==> src/voice_port_pkg.sv <==
// Constants, types and rule summary for the slave voice serial port
// Operation
// RQ1 - Codec drives bit clock and strobe; inputs
// RQ2 - Slave when clock mode 0, enabled, port 1
// RQ3 - Normal edge 0: transmit on falling edges
// RQ4 - Normal edge 0: capture on rising edges
// RQ5 - Sample rate fixed at 8 kHz
// RQ6 - Normal example uses 24-bit channel slots
// RQ7 - Codec supplies 384 kHz for 24-bit stereo
// RQ8 - Dual mono: same word in both slots
// RQ9 - Normal: slots alternate by strobe level
// RQ10 - One master; one driver per data line
// RQ11 - Burst: 16 data bits, 32 discarded bits
// RQ12 - Burst: launch rising, sample falling always
// RQ13 - Burst receiver latches on falling edges
// RQ14 - Burst format offered only as slave
// RQ15 - Normal strobe selects left or right channel
// RQ16 - Burst strobe marks frame start
// RQ17 - Normal edge 1: launch rising, sample falling
// RQ18 - MSB first, fixed offset from strobe edge
package voice_port_pkg;
   // Register byte offsets
   localparam logic [3:0] CTRL_OFS   = 4'h0;
   localparam logic [3:0] STATUS_OFS = 4'h4;
   localparam logic [3:0] TXW_OFS    = 4'h8;
   localparam logic [3:0] RXW_OFS    = 4'hc;
   // Control field positions
   localparam int CTRL_EN_BIT    = 0;
   localparam int CTRL_PORT_LSB  = 1;
   localparam int CTRL_CLKM_BIT  = 3;
   localparam int CTRL_FMT_BIT   = 4;
   localparam int CTRL_WID_LSB   = 5;
   localparam int CTRL_EDGE_BIT  = 8;
   localparam logic [31:0] CTRL_RESET = 32'h0000_0002;
   // Setting codes
   localparam logic [1:0] PORT_ONE  = 2'h1;
   localparam logic       CLKM_SLV  = 1'b0;
   localparam logic       FMT_BURST = 1'b0;
   localparam logic       FMT_NORM  = 1'b1;
   localparam logic [2:0] WID_16    = 3'h0;
   localparam logic [2:0] WID_24    = 3'h3;
   localparam logic [2:0] WID_32    = 3'h4;
   // Frame figures
   localparam int SAMPLE_RATE_HZ = 8000;
   localparam int BURST_DATA_BITS = 16;
   localparam int BURST_DISC_BITS = 32;
   localparam int BURST_FRAME_BITS = BURST_DATA_BITS + BURST_DISC_BITS;
   localparam int BIT_CLK_HZ = BURST_FRAME_BITS * SAMPLE_RATE_HZ;
   localparam logic [5:0] LAUNCH_OFFSET = 6'h00;
   // Sync stages and buffer depth
   localparam int SYNC_STAGES = 2;
   localparam int BUF_DEPTH = 2;

   typedef enum logic [1:0]
   {
      ST_IDLE  = 2'b00,
      ST_SHIFT = 2'b01,
      ST_SKIP  = 2'b10
   } rx_state_t;

   typedef struct packed
   {
      logic       edge_sel;
      logic [2:0] width;
      logic       fmt;
      logic       clk_mode;
      logic [1:0] port;
      logic       enable;
   } port_cfg_t;
endpackage

==> src/voice_serial_port_slave.sv <==
// Slave voice serial port with classic Wishbone register access
//
// The placing of the registers and the Wishbone slave port were chosen for this implementation.
`timescale 1ns/1ps
module voice_serial_port_slave
(
   input  wire logic        mclk,
   input  wire logic        rst_n,
   input  wire logic        clk_en,
   input  wire logic        wb_cyc_i,
   input  wire logic        wb_stb_i,
   input  wire logic        wb_we_i,
   input  wire logic [3:0]  wb_adr_i,
   input  wire logic [3:0]  wb_sel_i,
   input  wire logic [31:0] wb_dat_i,
   output logic      [31:0] wb_dat_o,
   output logic             wb_ack_o,
   input  wire logic        bit_clk,
   input  wire logic        word_align_strobe,
   input  wire logic        serial_rx,
   output logic             serial_tx,
   output logic             serial_tx_oe
);
   // Synchronisers for the codec pins
   logic [1:0] sclk_s_q, sclk_s_d;
   logic [1:0] strb_s_q, strb_s_d;
   logic [1:0] rxd_s_q, rxd_s_d;
   logic       sclk_old_q, sclk_old_d;
   logic       strb_old_q, strb_old_d;
   // Register state
   voice_port_pkg::port_cfg_t cfg_q, cfg_d;
   logic [31:0] txw_q, txw_d;
   logic [31:0] rxw_q, rxw_d;
   logic        rx_new_q, rx_new_d;
   logic        ovf_q, ovf_d;
   logic        ack_q, ack_d;
   logic [31:0] dat_q, dat_d;
   // Serial engine state
   voice_port_pkg::rx_state_t st_q, st_d;
   logic [5:0]  cnt_q, cnt_d;
   logic [31:0] sh_rx_q, sh_rx_d;
   logic [31:0] sh_tx_q, sh_tx_d;
   logic        tx_q, tx_d;
   logic        oe_q, oe_d;
   // Two-entry receive buffer
   logic [31:0] buf_q [voice_port_pkg::BUF_DEPTH];
   logic [31:0] buf_d [voice_port_pkg::BUF_DEPTH];
   logic [1:0]  fill_q, fill_d;

   // Edge and mode decode
   logic       rise;       // Synced bit clock rose
   logic       fall;       // Synced bit clock fell
   logic       strb_edge;  // Strobe changed level
   logic       strb_rise;  // Strobe rose
   logic       active;     // Slave port enabled
   logic       burst;      // Burst format selected
   logic       launch;     // Edge that moves tx
   logic       sample;     // Edge that captures rx
   logic       in_valid;   // Received word complete
   logic       in_ready;   // Buffer has a free entry
   logic       out_valid;  // Buffer holds a word
   logic       out_ready;  // Bus pops the oldest word
   logic       wr;         // Bus write taken
   logic       rd;         // Bus read taken
   logic [6:0] nbits;      // Bits per slot, up to 32
   assign rise      = sclk_s_q[1] & ~sclk_old_q;
   assign fall      = ~sclk_s_q[1] & sclk_old_q;
   assign strb_edge = strb_s_q[1] ^ strb_old_q;
   assign strb_rise = strb_s_q[1] & ~strb_old_q;
   // Slave only with clock mode 0, enabled, port 1
   assign active = cfg_q.enable & (cfg_q.clk_mode == voice_port_pkg::CLKM_SLV)
                   & (cfg_q.port == voice_port_pkg::PORT_ONE); // RQ2 RQ1 RQ14
   assign burst  = (cfg_q.fmt == voice_port_pkg::FMT_BURST);
   // Burst ignores edge setting; normal edge 0 launches falling
   assign launch = (burst | cfg_q.edge_sel) ? rise : fall; // RQ3 RQ12 RQ17
   assign sample = (burst | cfg_q.edge_sel) ? fall : rise; // RQ4 RQ13 RQ17
   assign nbits  = burst ? 7'(voice_port_pkg::BURST_DATA_BITS) :
                   (cfg_q.width == voice_port_pkg::WID_32) ? 7'd32 :
                   (cfg_q.width == voice_port_pkg::WID_24) ? 7'd24 : 7'd16; // RQ6 RQ11
   // Requests are taken only while ack is low
   assign wr = wb_cyc_i & wb_stb_i & ~ack_q & wb_we_i;
   assign rd = wb_cyc_i & wb_stb_i & ~ack_q & ~wb_we_i;
   // Buffer handshake on both sides
   assign out_valid = (fill_q != 2'h0);
   assign out_ready = rd & (wb_adr_i == voice_port_pkg::RXW_OFS);
   assign in_ready  = (fill_q != 2'h2);

   // Pin synchronisers and edge history
   always_comb
   begin
      sclk_s_d   = {sclk_s_q[0], bit_clk};
      strb_s_d   = {strb_s_q[0], word_align_strobe};
      rxd_s_d    = {rxd_s_q[0], serial_rx};
      sclk_old_d = sclk_s_q[1];
      strb_old_d = strb_s_q[1];
   end

   // Serial engine: frame alignment, shift, slot repeat
   always_comb
   begin
      st_d    = st_q;
      cnt_d   = cnt_q;
      sh_rx_d = sh_rx_q;
      sh_tx_d = sh_tx_q;
      tx_d    = tx_q;
      oe_d    = active; // RQ10
      in_valid = 1'b0;
      if (!active)
      begin
         st_d = voice_port_pkg::ST_IDLE;
         tx_d = 1'b0;
      end
      else
      begin
         // Burst frame starts on strobe rise; normal slot on either edge
         // No rate setting: the codec's strobe paces every frame
         if ((burst ? strb_rise : strb_edge) && launch) // RQ16 RQ15 RQ9 RQ5
         begin
            st_d    = voice_port_pkg::ST_SHIFT;
            cnt_d   = voice_port_pkg::LAUNCH_OFFSET;
            sh_tx_d = txw_q << (7'd32 - nbits);  // RQ8 RQ18
            tx_d    = txw_q[5'(nbits - 7'd1)];   // RQ18
         end
         else if (st_q == voice_port_pkg::ST_SHIFT && launch && cnt_q != 6'h00)
         begin
            sh_tx_d = {sh_tx_q[30:0], 1'b0};
            tx_d    = sh_tx_q[30];
         end
         if (st_q == voice_port_pkg::ST_SHIFT && sample)
         begin
            sh_rx_d = {sh_rx_q[30:0], rxd_s_q[1]};
            cnt_d   = cnt_q + 6'h01;
            if ({1'b0, cnt_q} == nbits - 7'h01)
            begin
               in_valid = 1'b1;
               // Burst discards trailing bits until next frame
               st_d = burst ? voice_port_pkg::ST_SKIP : voice_port_pkg::ST_IDLE; // RQ11
            end
         end
      end
   end

   // Receive buffer push and pop
   always_comb
   begin
      buf_d  = buf_q;
      fill_d = fill_q;
      ovf_d  = ovf_q;
      // Software clear first, so that a loss in the same cycle wins
      if (wr && wb_adr_i == voice_port_pkg::STATUS_OFS && wb_dat_i[2])
         ovf_d = 1'b0;
      if (out_valid && out_ready)
      begin
         buf_d[0] = buf_q[1];
         fill_d   = fill_q - 2'h1;
      end
      if (in_valid)
      begin
         if (in_ready || (out_valid && out_ready))
         begin
            buf_d[fill_d[0]] = sh_rx_d & ((32'h1 << nbits) - 32'h1);
            fill_d = fill_d + 2'h1;
         end
         else
            ovf_d = 1'b1; // Word lost: buffer full
      end
   end

   // Wishbone registers
   always_comb
   begin
      cfg_d    = cfg_q;
      txw_d    = txw_q;
      rxw_d    = rxw_q;
      rx_new_d = rx_new_q;
      ack_d    = wb_cyc_i & wb_stb_i & ~ack_q;
      dat_d    = 32'h0;
      if (wr && wb_adr_i == voice_port_pkg::CTRL_OFS && wb_sel_i[0])
         cfg_d = wb_dat_i[8:0];
      else if (wr && wb_adr_i == voice_port_pkg::CTRL_OFS && wb_sel_i[1])
         cfg_d.edge_sel = wb_dat_i[voice_port_pkg::CTRL_EDGE_BIT];
      else if (wr && wb_adr_i == voice_port_pkg::TXW_OFS)
      begin
         for (int i = 0; i < 4; i++)
            if (wb_sel_i[i])
               txw_d[i*8 +: 8] = wb_dat_i[i*8 +: 8];
      end
      if (rd)
      begin
         if (wb_adr_i == voice_port_pkg::CTRL_OFS)
            dat_d = {23'h0, cfg_q};
         else if (wb_adr_i == voice_port_pkg::STATUS_OFS)
            dat_d = {27'h0, fill_q, ovf_q, active, out_valid};
         else if (wb_adr_i == voice_port_pkg::TXW_OFS)
            dat_d = txw_q;
         else if (wb_adr_i == voice_port_pkg::RXW_OFS)
            dat_d = out_valid ? buf_q[0] : 32'h0;
         else
            dat_d = 32'h0;
      end
      rx_new_d = out_valid;
      rxw_d    = buf_q[0];
   end

   // State registers
   always_ff @(posedge mclk or negedge rst_n)
   begin
      if (!rst_n)
      begin
         sclk_s_q   <= 2'h0;
         strb_s_q   <= 2'h0;
         rxd_s_q    <= 2'h0;
         sclk_old_q <= 1'b0;
         strb_old_q <= 1'b0;
         cfg_q      <= voice_port_pkg::CTRL_RESET[8:0];
         txw_q      <= 32'h0;
         rxw_q      <= 32'h0;
         rx_new_q   <= 1'b0;
         ovf_q      <= 1'b0;
         ack_q      <= 1'b0;
         dat_q      <= 32'h0;
         st_q       <= voice_port_pkg::ST_IDLE;
         cnt_q      <= 6'h00;
         sh_rx_q    <= 32'h0;
         sh_tx_q    <= 32'h0;
         tx_q       <= 1'b0;
         oe_q       <= 1'b0;
         fill_q     <= 2'h0;
         buf_q[0]   <= 32'h0;
         buf_q[1]   <= 32'h0;
      end
      else if (clk_en)
      begin
         sclk_s_q   <= sclk_s_d;
         strb_s_q   <= strb_s_d;
         rxd_s_q    <= rxd_s_d;
         sclk_old_q <= sclk_old_d;
         strb_old_q <= strb_old_d;
         cfg_q      <= cfg_d;
         txw_q      <= txw_d;
         rxw_q      <= rxw_d;
         rx_new_q   <= rx_new_d;
         ovf_q      <= ovf_d;
         ack_q      <= ack_d;
         dat_q      <= dat_d;
         st_q       <= st_d;
         cnt_q      <= cnt_d;
         sh_rx_q    <= sh_rx_d;
         sh_tx_q    <= sh_tx_d;
         tx_q       <= tx_d;
         oe_q       <= oe_d;
         fill_q     <= fill_d;
         buf_q      <= buf_d;
      end
   end

   // Outputs straight from their registers
   assign wb_dat_o     = dat_q;
   assign wb_ack_o     = ack_q;
   assign serial_tx    = tx_q;
   assign serial_tx_oe = oe_q;

   // Checks
   chk_ack_one_cycle: assert property (@(posedge mclk) disable iff (!rst_n)
      clk_en && ack_q |=> !ack_q) else $error("ack held too long");
   chk_oe_follows_slave: assert property (@(posedge mclk) disable iff (!rst_n) // RQ2
      clk_en && !active |=> !serial_tx_oe) else $error("tx driven while not slave");
   chk_tx_change_edge: assert property (@(posedge mclk) disable iff (!rst_n) // RQ3
      clk_en && active && !burst && !cfg_q.edge_sel && !fall && $stable(cfg_q)
      |=> $stable(serial_tx)) else $error("tx moved off falling edge");
   chk_burst_tx_edge: assert property (@(posedge mclk) disable iff (!rst_n) // RQ12
      clk_en && active && burst && !rise && $stable(cfg_q)
      |=> $stable(serial_tx)) else $error("burst tx moved off rising edge");
   chk_edge1_tx: assert property (@(posedge mclk) disable iff (!rst_n) // RQ17
      clk_en && active && !burst && cfg_q.edge_sel && !rise && $stable(cfg_q)
      |=> $stable(serial_tx)) else $error("edge 1 tx moved off rising edge");
   // A slot start may reload the count on its launch edge
   chk_sample_edge_norm: assert property (@(posedge mclk) disable iff (!rst_n) // RQ4
      clk_en && active && !burst && !cfg_q.edge_sel && !rise && !(strb_edge && launch)
      |=> $stable(cnt_q) || st_q != voice_port_pkg::ST_SHIFT)
      else $error("normal sample off rising edge");
   chk_burst_sample: assert property (@(posedge mclk) disable iff (!rst_n) // RQ13
      clk_en && active && burst && st_q == voice_port_pkg::ST_SHIFT && !fall
      && !(strb_rise && launch) |=> $stable(sh_rx_q)) else $error("burst sample off falling edge");
   chk_burst_len: assert property (@(posedge mclk) disable iff (!rst_n) // RQ11
      in_valid |-> burst ? (cnt_q == 6'd15) : 1'b1) else $error("burst word not 16 bits");
   chk_fill_bound: assert property (@(posedge mclk) disable iff (!rst_n)
      fill_q <= 2'h2) else $error("buffer overfilled");
   cov_word_rx: cover property (@(posedge mclk) disable iff (!rst_n) in_valid);
   cov_buf_full: cover property (@(posedge mclk) disable iff (!rst_n) fill_q == 2'h2);
   cov_overflow: cover property (@(posedge mclk) disable iff (!rst_n) $rose(ovf_q));
   // Scenario covers for burst skipping and full-width words
   cov_burst_skip: cover property (@(posedge mclk) disable iff (!rst_n)
      st_q == voice_port_pkg::ST_SKIP);
   cov_wide_word: cover property (@(posedge mclk) disable iff (!rst_n)
      in_valid && nbits == 7'd32);
   // Every taken request is answered in the next cycle
   chk_ack_answers: assert property (@(posedge mclk) disable iff (!rst_n)
      clk_en && wb_cyc_i && wb_stb_i && !ack_q |=> wb_ack_o)
      else $error("request not acknowledged");
   // A port that is not a slave rests with a low tx
   chk_off_idle: assert property (@(posedge mclk) disable iff (!rst_n) // RQ2
      clk_en && !active |=> st_q == voice_port_pkg::ST_IDLE && !serial_tx)
      else $error("engine busy while not slave");
   // No word is gathered while the port is off
   chk_off_no_word: assert property (@(posedge mclk) disable iff (!rst_n) // RQ2
      clk_en && !active |-> !in_valid)
      else $error("word pushed while not slave");
   // The slave drives its data line while active
   chk_oe_when_on: assert property (@(posedge mclk) disable iff (!rst_n) // RQ10
      clk_en && active |=> serial_tx_oe)
      else $error("tx not driven while slave");
   // The launched bit always equals the top of the transmit shifter
   chk_tx_tracks_shift: assert property (@(posedge mclk) disable iff (!rst_n) // RQ18
      clk_en && active && launch
      && (st_q == voice_port_pkg::ST_SHIFT || (burst ? strb_rise : strb_edge))
      |=> serial_tx == sh_tx_q[31]) else $error("tx bit not from shifter top");
   // A word that finds the buffer full raises the loss flag
   chk_loss_sets_flag: assert property (@(posedge mclk) disable iff (!rst_n)
      clk_en && in_valid && !in_ready && !(out_valid && out_ready) |=> ovf_q)
      else $error("lost word not flagged");
   // The loss flag stays until software clears it
   chk_flag_sticky: assert property (@(posedge mclk) disable iff (!rst_n)
      clk_en && ovf_q && !(wr && wb_adr_i == voice_port_pkg::STATUS_OFS && wb_dat_i[2])
      |=> ovf_q) else $error("loss flag dropped by itself");
   // A clear without a new loss lowers the flag
   chk_flag_clears: assert property (@(posedge mclk) disable iff (!rst_n)
      clk_en && wr && wb_adr_i == voice_port_pkg::STATUS_OFS && wb_dat_i[2]
      && !(in_valid && !in_ready && !(out_valid && out_ready)) |=> !ovf_q)
      else $error("loss flag not cleared");
   // A push alone raises the fill level by one
   chk_push_fill: assert property (@(posedge mclk) disable iff (!rst_n)
      clk_en && in_valid && in_ready && !(out_valid && out_ready)
      |=> fill_q == $past(fill_q) + 2'h1) else $error("push did not fill");
   // A pop alone lowers the fill level by one
   chk_pop_fill: assert property (@(posedge mclk) disable iff (!rst_n)
      clk_en && out_valid && out_ready && !in_valid
      |=> fill_q == $past(fill_q) - 2'h1) else $error("pop did not drain");
   // A pop returns the oldest word
   chk_read_oldest: assert property (@(posedge mclk) disable iff (!rst_n)
      clk_en && out_valid && out_ready |=> wb_dat_o == rxw_q)
      else $error("read not oldest word");
   // Reading an empty buffer returns zero
   chk_empty_read: assert property (@(posedge mclk) disable iff (!rst_n)
      clk_en && rd && wb_adr_i == voice_port_pkg::RXW_OFS && !out_valid
      |=> wb_dat_o == 32'h0) else $error("empty read not zero");
   // Status shows whether a word was waiting when read
   chk_status_avail: assert property (@(posedge mclk) disable iff (!rst_n)
      clk_en && rd && wb_adr_i == voice_port_pkg::STATUS_OFS
      |=> wb_dat_o[0] == rx_new_q) else $error("status avail bit wrong");
endmodule

==> config.mk <==
export PLATFORM = sky130hd
export DESIGN_NAME = voice_serial_port_slave
export DESIGN_NICKNAME = d
export VERILOG_FILES = /design/src/voice_port_pkg.sv /design/src/voice_serial_port_slave.sv
export SDC_FILE = /design/constraint.sdc
export NUM_CORES = 1
export LEC_CHECK = 0
export BUFFER_PORTS_ARGS = -buffer_cell sky130_fd_sc_hd__buf_2
export CAP_MARGIN = 10
export CORE_ASPECT_RATIO = 0.7
export CORE_UTILIZATION = 40
export CTS_BUF_LIST = sky130_fd_sc_hd__clkbuf_8
export DETAILED_ROUTE_END_ITERATION = 8
export SETUP_SLACK_MARGIN = 0.15
export SKIP_LAST_GASP = 1
export SYNTH_ARGS = -nofsm -noshare
export SYNTH_HDL_FRONTEND = slang
export SYNTH_SLANG_ARGS = --single-unit
==> constraint.sdc <==
create_clock -name mclk -period 3.1 [get_ports mclk]
set_clock_uncertainty 0.1 [all_clocks]
set_input_delay 0.465 -clock mclk [delete_from_list [all_inputs] [get_ports mclk]]
set_output_delay 0.465 -clock mclk [all_outputs]
set_load 0.01 [all_outputs]
==> results by group <==
Outcome
  • Status: finished clean

Worst setup path
  • CP endpoint: rxw_d[5]$_DFFE_PN0P_
  • Worst EP arrival: 3.13 ns
  • Worst-path fanout max: 12
  • Critical path's slowest cell: a2111oi_4
  • End of the worst register-to-register path: rxw_d[5]$_DFFE_PN0P_
  • Max stage delay on crit path: roughly 0.46 ns
  • Worst setup SP type: flip-flop
  • Delay-heaviest family, CP: compound AO/OA/AOI/OAI gates
  • Number of cells on the critical path: 9
  • CP Launch Point: cfg_q[6]$_DFFE_PN0P_
  • Critical Path Sink Type: flip-flop
  • Worst path bufs/invs: 1
  • Worst r2r src: cfg_q[6]$_DFFE_PN0P_
  • R2r worst-path depth: 9
  • Kind of critical path: flip-flop to flip-flop
  • Reg2reg setup slack: a little under 0.3 ns
  • Worst-path cell chain: and4b_2, ha_1, xnor2_2, nand4_2, a2111oi_4, buf_4, o21ai_4, and2_0, a221o_1
  • CP required: 3.42 ns

Power and ir drop
  • Maximum vdd drop: ~0.27 mV
  • Pwr dens: between 400 and 500 mW/mm²
  • Total Power: 5.908 mW
  • LEAKAGE: 5.747 nW

Floorplan
  • Die height: 138.8 µm
  • I/O Pins: 84
  • Die width: 197.5 µm
  • Core outline area: 0.02599 mm²
  • Die area: 0.02742 mm²
  • Starting Density: 0.4116
  • Row count: 49

Clock tree
  • Total CTS buffers: 36
  • Clock Tree Root: clkbuf_8
  • Clk sink count: 222
  • CTS tree: built
  • H-tree levels: 2
  • Later-pin clock latency in the skew report: 0.55 ns
  • CTS max path bufs: 3
  • Worst-path clk slew: 0.06 ns

Drt
  • Drt wl/cell: roughly 21 µm
  • Detail Route Antenna Nets: 0
  • Total Wirelength: 30500 µm
  • Iteration count of the initial detailed-routing pass: 6
  • # DRC: 0
  • Via count: 8270
  • Routed vias/inst: 5.703
  • DRT iter0 DRCs: between 700 and 800

Timing
  • Period minus WS final: 2.807 ns
  • Post-Route Setup TNS: 0 ns
  • Rel. slew slack: 0.3233
  • Slew @ Worst Pin: 1.013 ns
  • Final Hold Fails: 0
  • Final setup fails: 0
  • Final Cycle Share: 0.9053
  • Post-route setup slack: 0.2935 ns
  • Max Freq: approximately 0.36 GHz
  • RSZ-0062 raised after global routing: false
  • Slew Viols, Final: 0

Global routing
  • Largest net degree at the start of global routing: 89
  • Global route overflow: 0
  • Vias in the first global route: 7867
  • First-pass GRT wire length: between 40000 and 50000 µm
  • Total GRT Usage: 0.2255
  • Initial antenna violation count: 0

Place
  • Post-DP HPWL: 20950 µm
  • Placed Instances: between 1000 and 1500
  • Port Buffers: 83
  • Post-Place Worst Slack: roughly 0.12 ns
  • Routability cong.: 0.8504

Synth
  • Most common library cells after synthesis: dfrtp_1 (221), nand2_1 (116), mux2_2 (86)
  • Most common cell in the netlist: dfrtp_1
  • Sequential area share after synthesis: 0.5193
  • Main area contributors after synthesis: dfrtp_1 (52%), mux2_2 (9.1%), nand2_1 (4.1%), mux2i_1 (3.3%), a22oi_1 (2.9%)
  • Cell type with the largest total area after synthesis: dfrtp_1
  • Netlist cell types: 75
  • Ys async rst share: 1.000
  • YS warnings: 0
  • Net Count, Synth: 1025
  • Cell Area, Synth: 0.01070 mm²
  • Synth Flop Type: dfrtp_1
  • Yosys reg bits: 222
  • Post-synthesis area per instance: 11.07 µm²
  • Post-Syn Instances: 967
  • Post-synth EDFFs: 0
  • Top-area cell type share of the netlist area: 0.5168

Min path
  • Type of the worst min-delay path: input pin to flip-flop

Layout
  • Finished Layout Cells: 1450
  • Core Util, Final: 0.4794
  • Fillers: 2471
  • Layout cells sized above 1: 0.2681
  • Antenna cell count: 0
  • Final net count: 1129
  • Synth-to-layout area growth: 16.45%

Run
  • Max-Cap Viols: 0
-- placed cells by master (no fill, tap or decap), types with 3 or more instances in the layout --
cell and n:
dfrtp_1 220, nand2b_1 20, inv_1 33, and2_0 15
nand4_1 6, nor3_2 3, a22oi_1 41, o311a_1 15
nor3_1 8, clkbuf_8 44, nor2_1 46, a21oi_1 31
nand2_1 115, o2bb2ai_1 33, a221o_1 16, buf_4 43
a31oi_1 7, o211ai_1 10, and3_1 4, or3_1 6
mux2_1 4, mux2_2 86, buf_12 4, a22o_1 5
o31ai_1 25, o2111ai_1 5, mux2i_1 35, nand3_1 11
a221oi_1 3, o21ai_0 21, buf_2 82, and2_1 5
a222oi_1 9, clkinv_2 7, ha_1 8, a21o_1 9
-- power breakdown --
part	internal, mW	leakage [nW]	switching, mW
sequential	2.97	3.02	0.0820
clock	1.28	0.393	1.19
combinational	0.155	2.33	0.233
-- layer usage --
metal / up-vias / track usage / part of all wire
met2: 318 / 0.3047 / 0.41
met4: 0 / 0.06650 / 0.024
met5: - / 0 / 0
met3: 50 / 0.04718 / 0.075
li1: 3805 / - / -
met1: 4097 / 0.3556 / 0.49
-- worst min path at each step --
stage                             start                  endpoint  slack, ns  depth (start not counted)
2_1_floorplan                     rst_n                 async pin       0.07                          0
6_report                    wb_dat_i[9]      txw_q[9]$_DFFE_PN0P_       0.04                          2
5_1_grt                    wb_dat_i[14]     txw_q[14]$_DFFE_PN0P_       0.03                          2
3_5_place_dp    wb_dat_o[4]$_DFFE_PN0P_   wb_dat_o[4]$_DFFE_PN0P_       0.37                          1
3_3_place_gp   serial_tx_oe$_DFFE_PN0P_  serial_tx_oe$_DFFE_PN0P_       0.36                          1
4_1_cts                    wb_dat_i[14]     txw_q[14]$_DFFE_PN0P_       0.02                          2
-- layout make-up --
type / count / area (µm²) / share of cell area
multi-input cells: 655 / 4850 / 0.3892
clock buffers: 44 / 605.6 / 0.04860
repair buffers: 131 / 838.3 / 0.06728
well taps: 357 / 446.7 / 0.03585
flip-flops and latches: 222 / 5558 / 0.4460
inverters: 25 / 95.09 / 0.007631
clock inverters: 16 / 67.56 / 0.005422
-- repair_timing --
item | in CTS | in global routing
hold buffers | 1 | 0
endpoints found under the setup margin | 21 | 38
gates cloned | 0 | 1
endpoints found under the hold margin | 82 | 0
resized for setup | 2 | 10
buffers inserted | 0 | 5
pin swaps | 0 | 4
-- stage by stage --
| stage | cell area (µm²) | hold slack, ns |
|---|---|---|
| 5_1_grt | 12460 | 0.02986 |
| 2_1_floorplan | 10710 | 0.06941 |
| 6_report | 12460 | 0.04427 |
| 4_1_cts | 12360 | 0.02038 |
| 3_3_place_gp | 11660 | 0.3644 |
| 3_5_place_dp | 11660 | 0.3687 |
-- kinds of logic after synthesis --
logic type	after synthesis	synth area share
compound gates	248	0.1781
buf+inv	91	0.03707
flops	222	0.5193
xor+xnor	5	0.004093
simple gates	267	0.1235
mux	125	0.1275
fa+ha+maj	9	0.01052
Note: power is estimated with default switching activity, not from simulation.
